$ cat src/design/hsp_cfg.svh
// Constants of the host port: timing counts, widths and reset values.
// Assumes a 10 MHz core clock and 8N1 framing on the host UART.
`ifndef HSP_CFG_SVH
`define HSP_CFG_SVH
// Core clock period in nanoseconds.
`define HSP_CLK_NS 100
// Host UART bit period in nanoseconds.
`define HSP_BIT_NS 8680
// Bit period in clock cycles, derived from the two times above.
`define HSP_BIT_CYC (`HSP_BIT_NS / `HSP_CLK_NS)
// Half a bit period, where the receiver samples the start bit.
`define HSP_HALF_CYC (`HSP_BIT_CYC / 2)
// Width of the bit timer.
`define HSP_TMR_W 7
// Data bits per character.
`define HSP_DATA_BITS 8
// Mode after reset: transparent.
`define HSP_MODE_RST 1'b0
// Idle level of the serial line.
`define HSP_LINE_IDLE 1'b1
// Carrier detect level with no lock or link.
`define HSP_DCD_RST 1'b1
`endif

$ cat src/design/hsp_pkg.sv
// Types shared by the host port and its extra digital line.
// Assumes hsp_cfg.svh is on the include path.
package hsp_pkg;
    // Four SPI pins, one bit each.
    typedef struct packed {
        logic ss_n;
        logic mosi;
        logic miso;
        logic sclk;
    } hsp_spi_t;
    // Configuration of one extra digital line.
    typedef struct packed {
        logic is_output;
        logic pull_up;
        logic init_level;
    } hsp_io_cfg_t;
    // One-hot states of a serial framer.
    typedef enum logic [3:0] {
        HSP_IDLE  = 4'h1,
        HSP_START = 4'h2,
        HSP_DATA  = 4'h4,
        HSP_STOP  = 4'h8
    } hsp_ser_state_t;
endpackage

$ cat src/design/hsp_host_port.sv
// Host-facing pin logic: mode strap, UART with flow control, SPI pin
// directions, activity and carrier detect, two extra digital lines.
// Assumes all inputs are synchronous to clk_in at 10 MHz.
//
// Contract
// - strap low protocol, strap high transparent
// - no strap: software picks mode, transparent first
// - extra lines offer pull-up as input
// - extra lines drive configured power-on level
// - activity high while data moves
// - remote: carrier detect low when locked
// - base: carrier detect low when remotes connected
// - stop sending while host ready-input high; a character already started is still sent to its stop bit
// - transmit on UART out, receive on in
// - clear-to-send low when ready for data
// - slave select driven as master, input slave
// - MOSI output as master, input slave
// - MISO input as master, output slave
// - SCLK driven as master, input slave
// - reset input low resets the device
`timescale 1ns/1ps
`include "hsp_cfg.svh"
module hsp_host_port (
    input wire logic clk_in,
    input wire logic reset_n_in,
    input wire logic mode_strap_in,
    input wire logic mode_strap_conn_in,
    input wire logic sw_mode_wr_in,
    input wire logic sw_protocol_in,
    output logic protocol_mode_out,
    input wire logic [7:0] tx_data_in,
    input wire logic tx_valid_in,
    output logic tx_ready_out,
    input wire logic host_rts_n_in,
    output logic uart_txd_out,
    input wire logic uart_rxd_in,
    output logic [7:0] rx_data_out,
    output logic rx_valid_out,
    input wire logic accept_ready_in,
    output logic host_cts_n_out,
    input wire logic spi_master_in,
    input wire hsp_pkg::hsp_spi_t spi_core_in,
    input wire hsp_pkg::hsp_spi_t spi_pad_in,
    output hsp_pkg::hsp_spi_t spi_pad_out,
    output hsp_pkg::hsp_spi_t spi_pad_oe_n_out,
    output hsp_pkg::hsp_spi_t spi_core_out,
    input wire logic rf_activity_in,
    output logic activity_out,
    input wire logic base_role_in,
    input wire logic hop_locked_in,
    input wire logic [4:0] remote_count_in,
    output logic carrier_detect_n_out,
    input wire hsp_pkg::hsp_io_cfg_t io_cfg_a_in,
    input wire hsp_pkg::hsp_io_cfg_t io_cfg_b_in,
    input wire logic [1:0] io_wr_in,
    input wire logic [1:0] io_level_in,
    input wire logic [1:0] io_pad_in,
    output logic [1:0] io_pad_out,
    output logic [1:0] io_pad_oe_n_out,
    output logic [1:0] io_pull_up_en_out,
    output logic [1:0] io_value_out
);
    // -----------------------------------------------------------------
    // Mode selection
    // -----------------------------------------------------------------
    // Current mode, one means protocol.
    logic mode_q;

    // A connected strap overrides software; otherwise software decides.
    always_ff @(posedge clk_in)
    begin
        if (!reset_n_in)
        begin
            mode_q <= `HSP_MODE_RST;
        end
        else if (mode_strap_conn_in)
        begin
            mode_q <= ~mode_strap_in;
        end
        else if (sw_mode_wr_in)
        begin
            mode_q <= sw_protocol_in;
        end
    end
    assign protocol_mode_out = mode_q;

    // -----------------------------------------------------------------
    // UART transmitter
    // -----------------------------------------------------------------
    // Transmit state, bit timer, bit index and shift register.
    hsp_pkg::hsp_ser_state_t tx_st_q;
    logic [`HSP_TMR_W-1:0] tx_tmr_q;
    logic [2:0] tx_idx_q;
    logic [7:0] tx_sh_q;
    logic txd_q;
    // End of the current bit period.
    logic tx_tick;
    assign tx_tick = (tx_tmr_q == `HSP_TMR_W'(`HSP_BIT_CYC - 1));
    // A new character starts only from idle with the host ready.
    assign tx_ready_out = (tx_st_q == hsp_pkg::HSP_IDLE) &&
        !host_rts_n_in;

    // Framer: start, eight data bits LSB first, stop.
    always_ff @(posedge clk_in)
    begin
        if (!reset_n_in)
        begin
            tx_st_q <= hsp_pkg::HSP_IDLE;
            tx_tmr_q <= '0;
            tx_idx_q <= 3'h0;
            tx_sh_q <= 8'h00;
            txd_q <= `HSP_LINE_IDLE;
        end
        else
        begin
            tx_tmr_q <= (tx_st_q == hsp_pkg::HSP_IDLE || tx_tick) ? '0 :
                tx_tmr_q + `HSP_TMR_W'(1);
            unique case (tx_st_q)
                hsp_pkg::HSP_IDLE:
                begin
                    // Accept a character only while flow allows.
                    if (tx_valid_in && tx_ready_out)
                    begin
                        tx_sh_q <= tx_data_in;
                        txd_q <= 1'b0;
                        tx_st_q <= hsp_pkg::HSP_START;
                    end
                end
                hsp_pkg::HSP_START:
                begin
                    if (tx_tick)
                    begin
                        txd_q <= tx_sh_q[0];
                        tx_idx_q <= 3'h0;
                        tx_st_q <= hsp_pkg::HSP_DATA;
                    end
                end
                hsp_pkg::HSP_DATA:
                begin
                    // Ready-input is ignored here so the character ends.
                    if (tx_tick)
                    begin
                        if (tx_idx_q == 3'h7)
                        begin
                            txd_q <= 1'b1;
                            tx_st_q <= hsp_pkg::HSP_STOP;
                        end
                        else
                        begin
                            txd_q <= tx_sh_q[tx_idx_q + 3'h1];
                            tx_idx_q <= tx_idx_q + 3'h1;
                        end
                    end
                end
                hsp_pkg::HSP_STOP:
                begin
                    if (tx_tick)
                    begin
                        tx_st_q <= hsp_pkg::HSP_IDLE;
                    end
                end
            endcase
        end
    end
    assign uart_txd_out = txd_q;

    chk_rts_blocks_start: assert property (@(posedge clk_in)
        disable iff (!reset_n_in)
        (tx_st_q == hsp_pkg::HSP_IDLE && host_rts_n_in) |=>
        tx_st_q == hsp_pkg::HSP_IDLE)
        else $error("character started while host ready-input high");
    chk_char_completes: assert property (@(posedge clk_in)
        disable iff (!reset_n_in)
        (tx_st_q == hsp_pkg::HSP_DATA && tx_tick && host_rts_n_in) |=>
        (tx_st_q == hsp_pkg::HSP_STOP || tx_idx_q == $past(tx_idx_q) + 3'h1))
        else $error("character cut short by ready-input");
    chk_start_bit_low: assert property (@(posedge clk_in)
        disable iff (!reset_n_in)
        (tx_valid_in && tx_ready_out) |=> !uart_txd_out [*8])
        else $error("start bit not driven low");

    // -----------------------------------------------------------------
    // UART receiver
    // -----------------------------------------------------------------
    // Receive state, timer, index, shift register and outputs.
    hsp_pkg::hsp_ser_state_t rx_st_q;
    logic [`HSP_TMR_W-1:0] rx_tmr_q;
    logic [2:0] rx_idx_q;
    logic [7:0] rx_sh_q;
    logic [7:0] rx_data_q;
    logic rx_valid_q;
    // Middle of the start bit, and middle of each later bit.
    logic rx_half;
    logic rx_tick;
    assign rx_half = (rx_tmr_q == `HSP_TMR_W'(`HSP_HALF_CYC - 1));
    assign rx_tick = (rx_tmr_q == `HSP_TMR_W'(`HSP_BIT_CYC - 1));

    // Samples each bit near its centre; a short start is a glitch.
    always_ff @(posedge clk_in)
    begin
        if (!reset_n_in)
        begin
            rx_st_q <= hsp_pkg::HSP_IDLE;
            rx_tmr_q <= '0;
            rx_idx_q <= 3'h0;
            rx_sh_q <= 8'h00;
            rx_data_q <= 8'h00;
            rx_valid_q <= 1'b0;
        end
        else
        begin
            rx_valid_q <= 1'b0;
            rx_tmr_q <= rx_tmr_q + `HSP_TMR_W'(1);
            unique case (rx_st_q)
                hsp_pkg::HSP_IDLE:
                begin
                    rx_tmr_q <= '0;
                    if (!uart_rxd_in)
                    begin
                        rx_st_q <= hsp_pkg::HSP_START;
                    end
                end
                hsp_pkg::HSP_START:
                begin
                    if (rx_half)
                    begin
                        rx_tmr_q <= '0;
                        rx_idx_q <= 3'h0;
                        rx_st_q <= uart_rxd_in ? hsp_pkg::HSP_IDLE :
                            hsp_pkg::HSP_DATA;
                    end
                end
                hsp_pkg::HSP_DATA:
                begin
                    if (rx_tick)
                    begin
                        rx_tmr_q <= '0;
                        rx_sh_q <= {uart_rxd_in, rx_sh_q[7:1]};
                        rx_idx_q <= rx_idx_q + 3'h1;
                        if (rx_idx_q == 3'h7)
                        begin
                            rx_st_q <= hsp_pkg::HSP_STOP;
                        end
                    end
                end
                hsp_pkg::HSP_STOP:
                begin
                    // A low stop bit is a framing error and is dropped.
                    if (rx_tick)
                    begin
                        rx_tmr_q <= '0;
                        rx_data_q <= rx_sh_q;
                        rx_valid_q <= uart_rxd_in;
                        rx_st_q <= hsp_pkg::HSP_IDLE;
                    end
                end
            endcase
        end
    end
    assign rx_data_out = rx_data_q;
    assign rx_valid_out = rx_valid_q;

    // Clear-to-send is low while the core can take host data.
    assign host_cts_n_out = ~accept_ready_in;

    chk_cts_follows: assert property (@(posedge clk_in)
        disable iff (!reset_n_in)
        host_cts_n_out == !accept_ready_in)
        else $error("clear-to-send does not follow readiness");

    // -----------------------------------------------------------------
    // SPI pin directions, activity and carrier detect
    // -----------------------------------------------------------------
    // Registered SPI pad values and the core-side view of the pins.
    hsp_pkg::hsp_spi_t spi_out_q;
    hsp_pkg::hsp_spi_t spi_core_q;
    logic act_q;
    logic dcd_n_q;

    // Role-dependent enables: master drives select, MOSI and SCLK.
    always_comb
    begin
        spi_pad_oe_n_out.ss_n = ~spi_master_in;
        spi_pad_oe_n_out.mosi = ~spi_master_in;
        spi_pad_oe_n_out.sclk = ~spi_master_in;
        spi_pad_oe_n_out.miso = spi_master_in;
    end

    // Pad outputs and inputs are registered for both roles.
    always_ff @(posedge clk_in)
    begin
        if (!reset_n_in)
        begin
            spi_out_q <= '1;
            spi_core_q <= '1;
        end
        else
        begin
            spi_out_q <= spi_core_in;
            spi_core_q <= spi_pad_in;
        end
    end
    assign spi_pad_out = spi_out_q;
    assign spi_core_out = spi_core_q;

    // Activity covers both UART directions and the radio side.
    always_ff @(posedge clk_in)
    begin
        if (!reset_n_in)
        begin
            act_q <= 1'b0;
        end
        else
        begin
            act_q <= (tx_st_q != hsp_pkg::HSP_IDLE) ||
                (rx_st_q != hsp_pkg::HSP_IDLE) || rf_activity_in;
        end
    end
    assign activity_out = act_q;

    // Carrier detect by role: remote lock, or any connected remote.
    always_ff @(posedge clk_in)
    begin
        if (!reset_n_in)
        begin
            dcd_n_q <= `HSP_DCD_RST;
        end
        else if (base_role_in)
        begin
            dcd_n_q <= (remote_count_in == 5'h00);
        end
        else
        begin
            dcd_n_q <= ~hop_locked_in;
        end
    end
    assign carrier_detect_n_out = dcd_n_q;

    chk_strap_mode: assert property (@(posedge clk_in)
        disable iff (!reset_n_in)
        mode_strap_conn_in |=> protocol_mode_out == !$past(mode_strap_in))
        else $error("mode does not follow strap");
    chk_spi_master_dir: assert property (@(posedge clk_in)
        spi_master_in |-> (!spi_pad_oe_n_out.ss_n && !spi_pad_oe_n_out.mosi
        && !spi_pad_oe_n_out.sclk && spi_pad_oe_n_out.miso))
        else $error("master pin directions wrong");
    chk_activity_tx: assert property (@(posedge clk_in)
        disable iff (!reset_n_in)
        tx_st_q == hsp_pkg::HSP_DATA |=> activity_out)
        else $error("activity low during transmission");
    chk_dcd_base: assert property (@(posedge clk_in)
        disable iff (!reset_n_in)
        (base_role_in && remote_count_in != 5'h00) |=>
        !carrier_detect_n_out)
        else $error("carrier detect high with remotes connected");
    chk_dcd_remote: assert property (@(posedge clk_in)
        disable iff (!reset_n_in)
        (!base_role_in) |=> carrier_detect_n_out == !$past(hop_locked_in))
        else $error("remote carrier detect wrong");
    chk_reset_mode: assert property (@(posedge clk_in)
        !reset_n_in |=> (!protocol_mode_out && uart_txd_out))
        else $error("reset state wrong");

    // -----------------------------------------------------------------
    // Extra digital lines
    // -----------------------------------------------------------------
    // Line a.
    hsp_io_line u_line_a (
        .clk_in(clk_in),
        .reset_n_in(reset_n_in),
        .cfg_in(io_cfg_a_in),
        .wr_in(io_wr_in[0]),
        .level_in(io_level_in[0]),
        .pad_in(io_pad_in[0]),
        .pad_out(io_pad_out[0]),
        .pad_oe_n_out(io_pad_oe_n_out[0]),
        .pull_up_en_out(io_pull_up_en_out[0]),
        .value_out(io_value_out[0])
    );
    // Line b.
    hsp_io_line u_line_b (
        .clk_in(clk_in),
        .reset_n_in(reset_n_in),
        .cfg_in(io_cfg_b_in),
        .wr_in(io_wr_in[1]),
        .level_in(io_level_in[1]),
        .pad_in(io_pad_in[1]),
        .pad_out(io_pad_out[1]),
        .pad_oe_n_out(io_pad_oe_n_out[1]),
        .pull_up_en_out(io_pull_up_en_out[1]),
        .value_out(io_value_out[1])
    );
endmodule

$ cat src/design/hsp_io_line.sv
// One configurable extra digital line with pull-up and power-on level.
// Assumes the pad combines out, oe_n and pull-up enable into the wire.
`timescale 1ns/1ps
module hsp_io_line (
    input wire logic clk_in,
    input wire logic reset_n_in,
    input wire hsp_pkg::hsp_io_cfg_t cfg_in,
    input wire logic wr_in,
    input wire logic level_in,
    input wire logic pad_in,
    output logic pad_out,
    output logic pad_oe_n_out,
    output logic pull_up_en_out,
    output logic value_out
);
    // Driven level; loaded with the configured power-on level at reset.
    logic level_q;
    // Sampled pad level.
    logic value_q;

    // Output level: power-on level first, then software writes.
    always_ff @(posedge clk_in)
    begin
        if (!reset_n_in)
        begin
            level_q <= cfg_in.init_level;
        end
        else if (wr_in)
        begin
            level_q <= level_in;
        end
    end

    // Input sample of the pad.
    always_ff @(posedge clk_in)
    begin
        if (!reset_n_in)
        begin
            value_q <= 1'b0;
        end
        else
        begin
            value_q <= pad_in;
        end
    end

    assign pad_out = level_q;
    // Enable is low only while configured as output.
    assign pad_oe_n_out = ~cfg_in.is_output;
    // Pull-up is offered only while the line is an input.
    assign pull_up_en_out = ~cfg_in.is_output & cfg_in.pull_up;
    assign value_out = value_q;

    chk_pullup_input: assert property (@(posedge clk_in)
        pull_up_en_out |-> (!cfg_in.is_output && cfg_in.pull_up))
        else $error("pull-up enabled on an output line");
    chk_poweron_level: assert property (@(posedge clk_in)
        !reset_n_in ##1 (reset_n_in && !wr_in) |->
        pad_out == $past(cfg_in.init_level))
        else $error("power-on level not driven after reset");
endmodule

$ cat config.mk
export PLATFORM = sky130hd
export DESIGN_NAME = hsp_host_port
export DESIGN_NICKNAME = d
export VERILOG_FILES = /design/src/design/hsp_pkg.sv /design/src/design/hsp_host_port.sv /design/src/design/hsp_io_line.sv
export VERILOG_INCLUDE_DIRS = /design/src /design/src/design
export SDC_FILE = /design/constraint.sdc
export NUM_CORES = 1
export LEC_CHECK = 0
export ABC_AREA = 1
export BUFFER_PORTS_ARGS = -buffer_cell sky130_fd_sc_hd__buf_2
export CORE_UTILIZATION = 56
export CTS_CLUSTER_DIAMETER = 30
export CTS_CLUSTER_SIZE = 28
export DETAILED_ROUTE_END_ITERATION = 7
export GPL_TIMING_DRIVEN = 0
export MAX_ROUTING_LAYER = met4
export PLACE_DENSITY = 0.84
export SYNTH_ARGS = -nofsm -noshare
export SYNTH_HDL_FRONTEND = slang
export SYNTH_HIERARCHICAL = 1
export SYNTH_SLANG_ARGS = --single-unit
$ cat constraint.sdc
create_clock -name clk_in -period 3.4 [get_ports clk_in]
set_input_delay 0.68 -clock clk_in [delete_from_list [all_inputs] [get_ports clk_in]]
set_output_delay 0.68 -clock clk_in [all_outputs]
set_load 0.02 [all_outputs]
==> results by group <==
Outcome
  – Status: complete, no violations

Synth
  – Syn Area/Cell: 7.76 µm²
  – Post-synth top area cell: dfxtp_1
  – Main flop type after synthesis: dfxtp_1
  – Yosys warning total: 6
  – Gate count of the mapped netlist: 399
  – Synth async-reset ratio: 0%
  – Synthesized net count: 455
  – Synthesized flop and latch total: 69
  – Post-synth EDFFs: 2
  – Post-synth top area share: 43.3%
  – Top-count cell post-synth: nand2_1
  – Synthesized area: 3100 µm²
  – Post-synthesis sequential area ratio: 45.3%
  – Commonest cells in the synthesized netlist: 69 x nand2_1, 67 x dfxtp_1, 65 x nor2_1
  – Largest cells by area after synthesis: dfxtp_1 43%, nand2_1 8.4%, nor2_1 7.9%
  – Yosys cell types: 38

Drt
  – DRT iter0 DRCs: 102
  – # DRC: 0
  – Vias: 2773
  – M1 WL: 2.88 mm
  – DR vias/cell: 4.91
  – Final WL: 6.48 mm
  – DR pass1 iterations: 4
  – Max layer used: met4
  – Final ANT Viol Nets: 0
  – Wire per inst: 11.5 µm
  – Metal2 WL: 3.07 mm
  – WL met3: 423 µm

Power
  – Max VDD drop: 404 µV
  – Pwr Total: 1.91 mW
  – PwrDens: 508 nW/µm²
  – Leak: 1.87 nW

Timing
  – Fmax: 456 MHz
  – Rel. slew slack: 61.8%
  – Setup TNS: 0 ns
  – RSZ-0062 raised after global routing: false
  – Setup violators final: 0
  – Pins Over Slew Limit: 0
  – Worst slew pin tran: 0.573 ns
  – PnR worst setup slack: 1.21 ns
  – Tmin final: 2.19 ns
  – Clk_skew: 0.00857 ns
  – Final Hold Fails: 0
  – Share of the clock period used by the worst path: 64.5%
  – Hold WS: 0.465 ns

Critical path
  – Worst path arrival time: 1.51 ns
  – Critical Path Start: tx_st_q[0]$_SDFFE_PN1P_
  – RR Startpoint: tx_idx_q[0]$_SDFFE_PN0P_
  – Worst Path Required: 2.72 ns
  – Crit. End Element: output pin
  – CP Launch Type: register
  – Crit-path max FO: 10
  – Critical setup path kind: register to output pin

Die
  – Die Span Y: 76.4 µm
  – Core area: 5200 µm²
  – Rows: 26
  – Starting Density: 59.5%
  – Ports: 82
  – Die width: 76.4 µm
  – Area of the die: 5830 µm²

Clock tree
  – TritonCTS Buffers: 9
  – H-tree lvl count: 3
  – Clock Pin Slew Worst Setup and Hold Paths: 0.07 ns
  – Clock Tree Buf Depth: 2
  – Clock latency on the worst-skew pair: 0.34 ns
  – TritonCTS clock tree: built
  – CTS resizes: 0
  – CTS Sinks: 69
  – Post-CTS Setup Repair Bufs: 0
  – Clock root buffer: clkbuf_8
  – Hold_buf cts: 0

Layout
  – Diodes inserted: 0
  – Design area: 3770 µm²
  – Layout Nets: 546
  – Area Growth Syn to Fin: 21.7%
  – Fill count: 421
  – Share of cells above drive strength 1: 28.1%

GRT
  – Initial antenna violation count: 0
  – First-pass GRT wire length: 11.2 mm
  – GRT Total Usage: 24.8%
  – Vias in the first global route: 2678
  – Pin count of the biggest net entering global routing: 13
  – Congestion Overflow GR: 0

Placed design
  – RD Place Congestion: 0.865
  – Dpl hpwl: 4.69 mm
  – Post-Place Worst Slack: 1.22 ns
  – Placed Instance Area: 3580 µm²
  – Port bufs: 80

Worst hold path
  – Hold Crit Start: tx_sh_q[6]$_SDFFE_PN0P_
  – Class of the worst hold path: register to register

Run
  – Max cap viols: 0
[report_power, final]
group          switching, mW  internal [mW]
clock network          0.297          0.335
registers             0.0376          0.871
logic                  0.241          0.131
total                  0.576           1.34
[layout make-up]
cell class | instances | area [µm²] | area share [%]
plain buffers | 9 | 48.8 | 1.29
clock buffers | 11 | 131 | 3.49
clock inverters | 5 | 52.6 | 1.39
inverters | 50 | 193 | 5.11
multi-input cells | 271 | 1450 | 38.6
flip-flops and latches | 69 | 1400 | 37.2
well taps | 70 | 87.6 | 2.32
repair buffers | 80 | 400 | 10.6
[sequential cells by signal (all words and copies together), names as in the netlist, 3 cells and up]
| name | count |
|---|---|
| rx_data_out | 8 |
| rx_sh_q | 8 |
| tx_sh_q | 8 |
| rx_tmr_q | 7 |
| tx_tmr_q | 7 |
| rx_st_q | 4 |
| spi_core_out | 4 |
| spi_pad_out | 4 |
| tx_st_q | 4 |
| rx_idx_q | 3 |
| tx_idx_q | 3 |
[worst paths after layout]
path                             endpoint  slack, ns  cells after the start
hold / removal    tx_sh_q[6]$_SDFFE_PN0P_       0.46                      2
hold reg to reg   tx_sh_q[6]$_SDFFE_PN0P_       0.46                      2
setup / recovery             tx_ready_out       1.21                      5
setup reg to reg  tx_st_q[2]$_SDFFE_PN0P_       1.81                      9
[per-layer routing]
metal / vias to the layer above / GRT usage, %
li1: 1451 / -
met1: 1235 / 25.9
met2: 77 / 42.2
met3: 10 / 7.90
met4: 0 / 12.1
met5: - / -
[kinds of logic (layout without fill, tap and decap cells)]
| logic type | Yosys count | after routing | synth area share, % |
|---|---|---|---|
| simple gates | 207 | 207 | 32.5 |
| flops | 69 | 69 | 45.3 |
| xor+xnor | 5 | 5 | 1.41 |
| buf+inv | 59 | 155 | 7.80 |
| fa+ha+maj | 9 | 9 | 3.64 |
| mux | 1 | 1 | 0.364 |
| compound gates | 49 | 49 | 9.01 |
[per-stage QoR]
step,cells,util (%)
floorplan,399,-
global placement,549,68.9
detailed placement,549,68.9
CTS,565,72.4
global route,565,72.4
finish,565,72.4
[critical path: stages, from the launching register on]
cell and delay (ns):
dfxtp_1 0.33, inv_1 0.07, nor2_1 0.15, nand2_1 0.17
nor2_4 0.24, buf_2 0.21
[cells in the final DEF, fill, tap and decap left out, drive strengths merged, types with 4 or more instances in the layout]
cell type and n:
a21oi 23, buf 84, clkbuf 16, dfxtp 67, ha 9, inv 50, nand2 77, nand3 33
nand4 4, nor2 74, nor3 5, o21ai 22, or2 9
(Power assumes the default switching activity.)
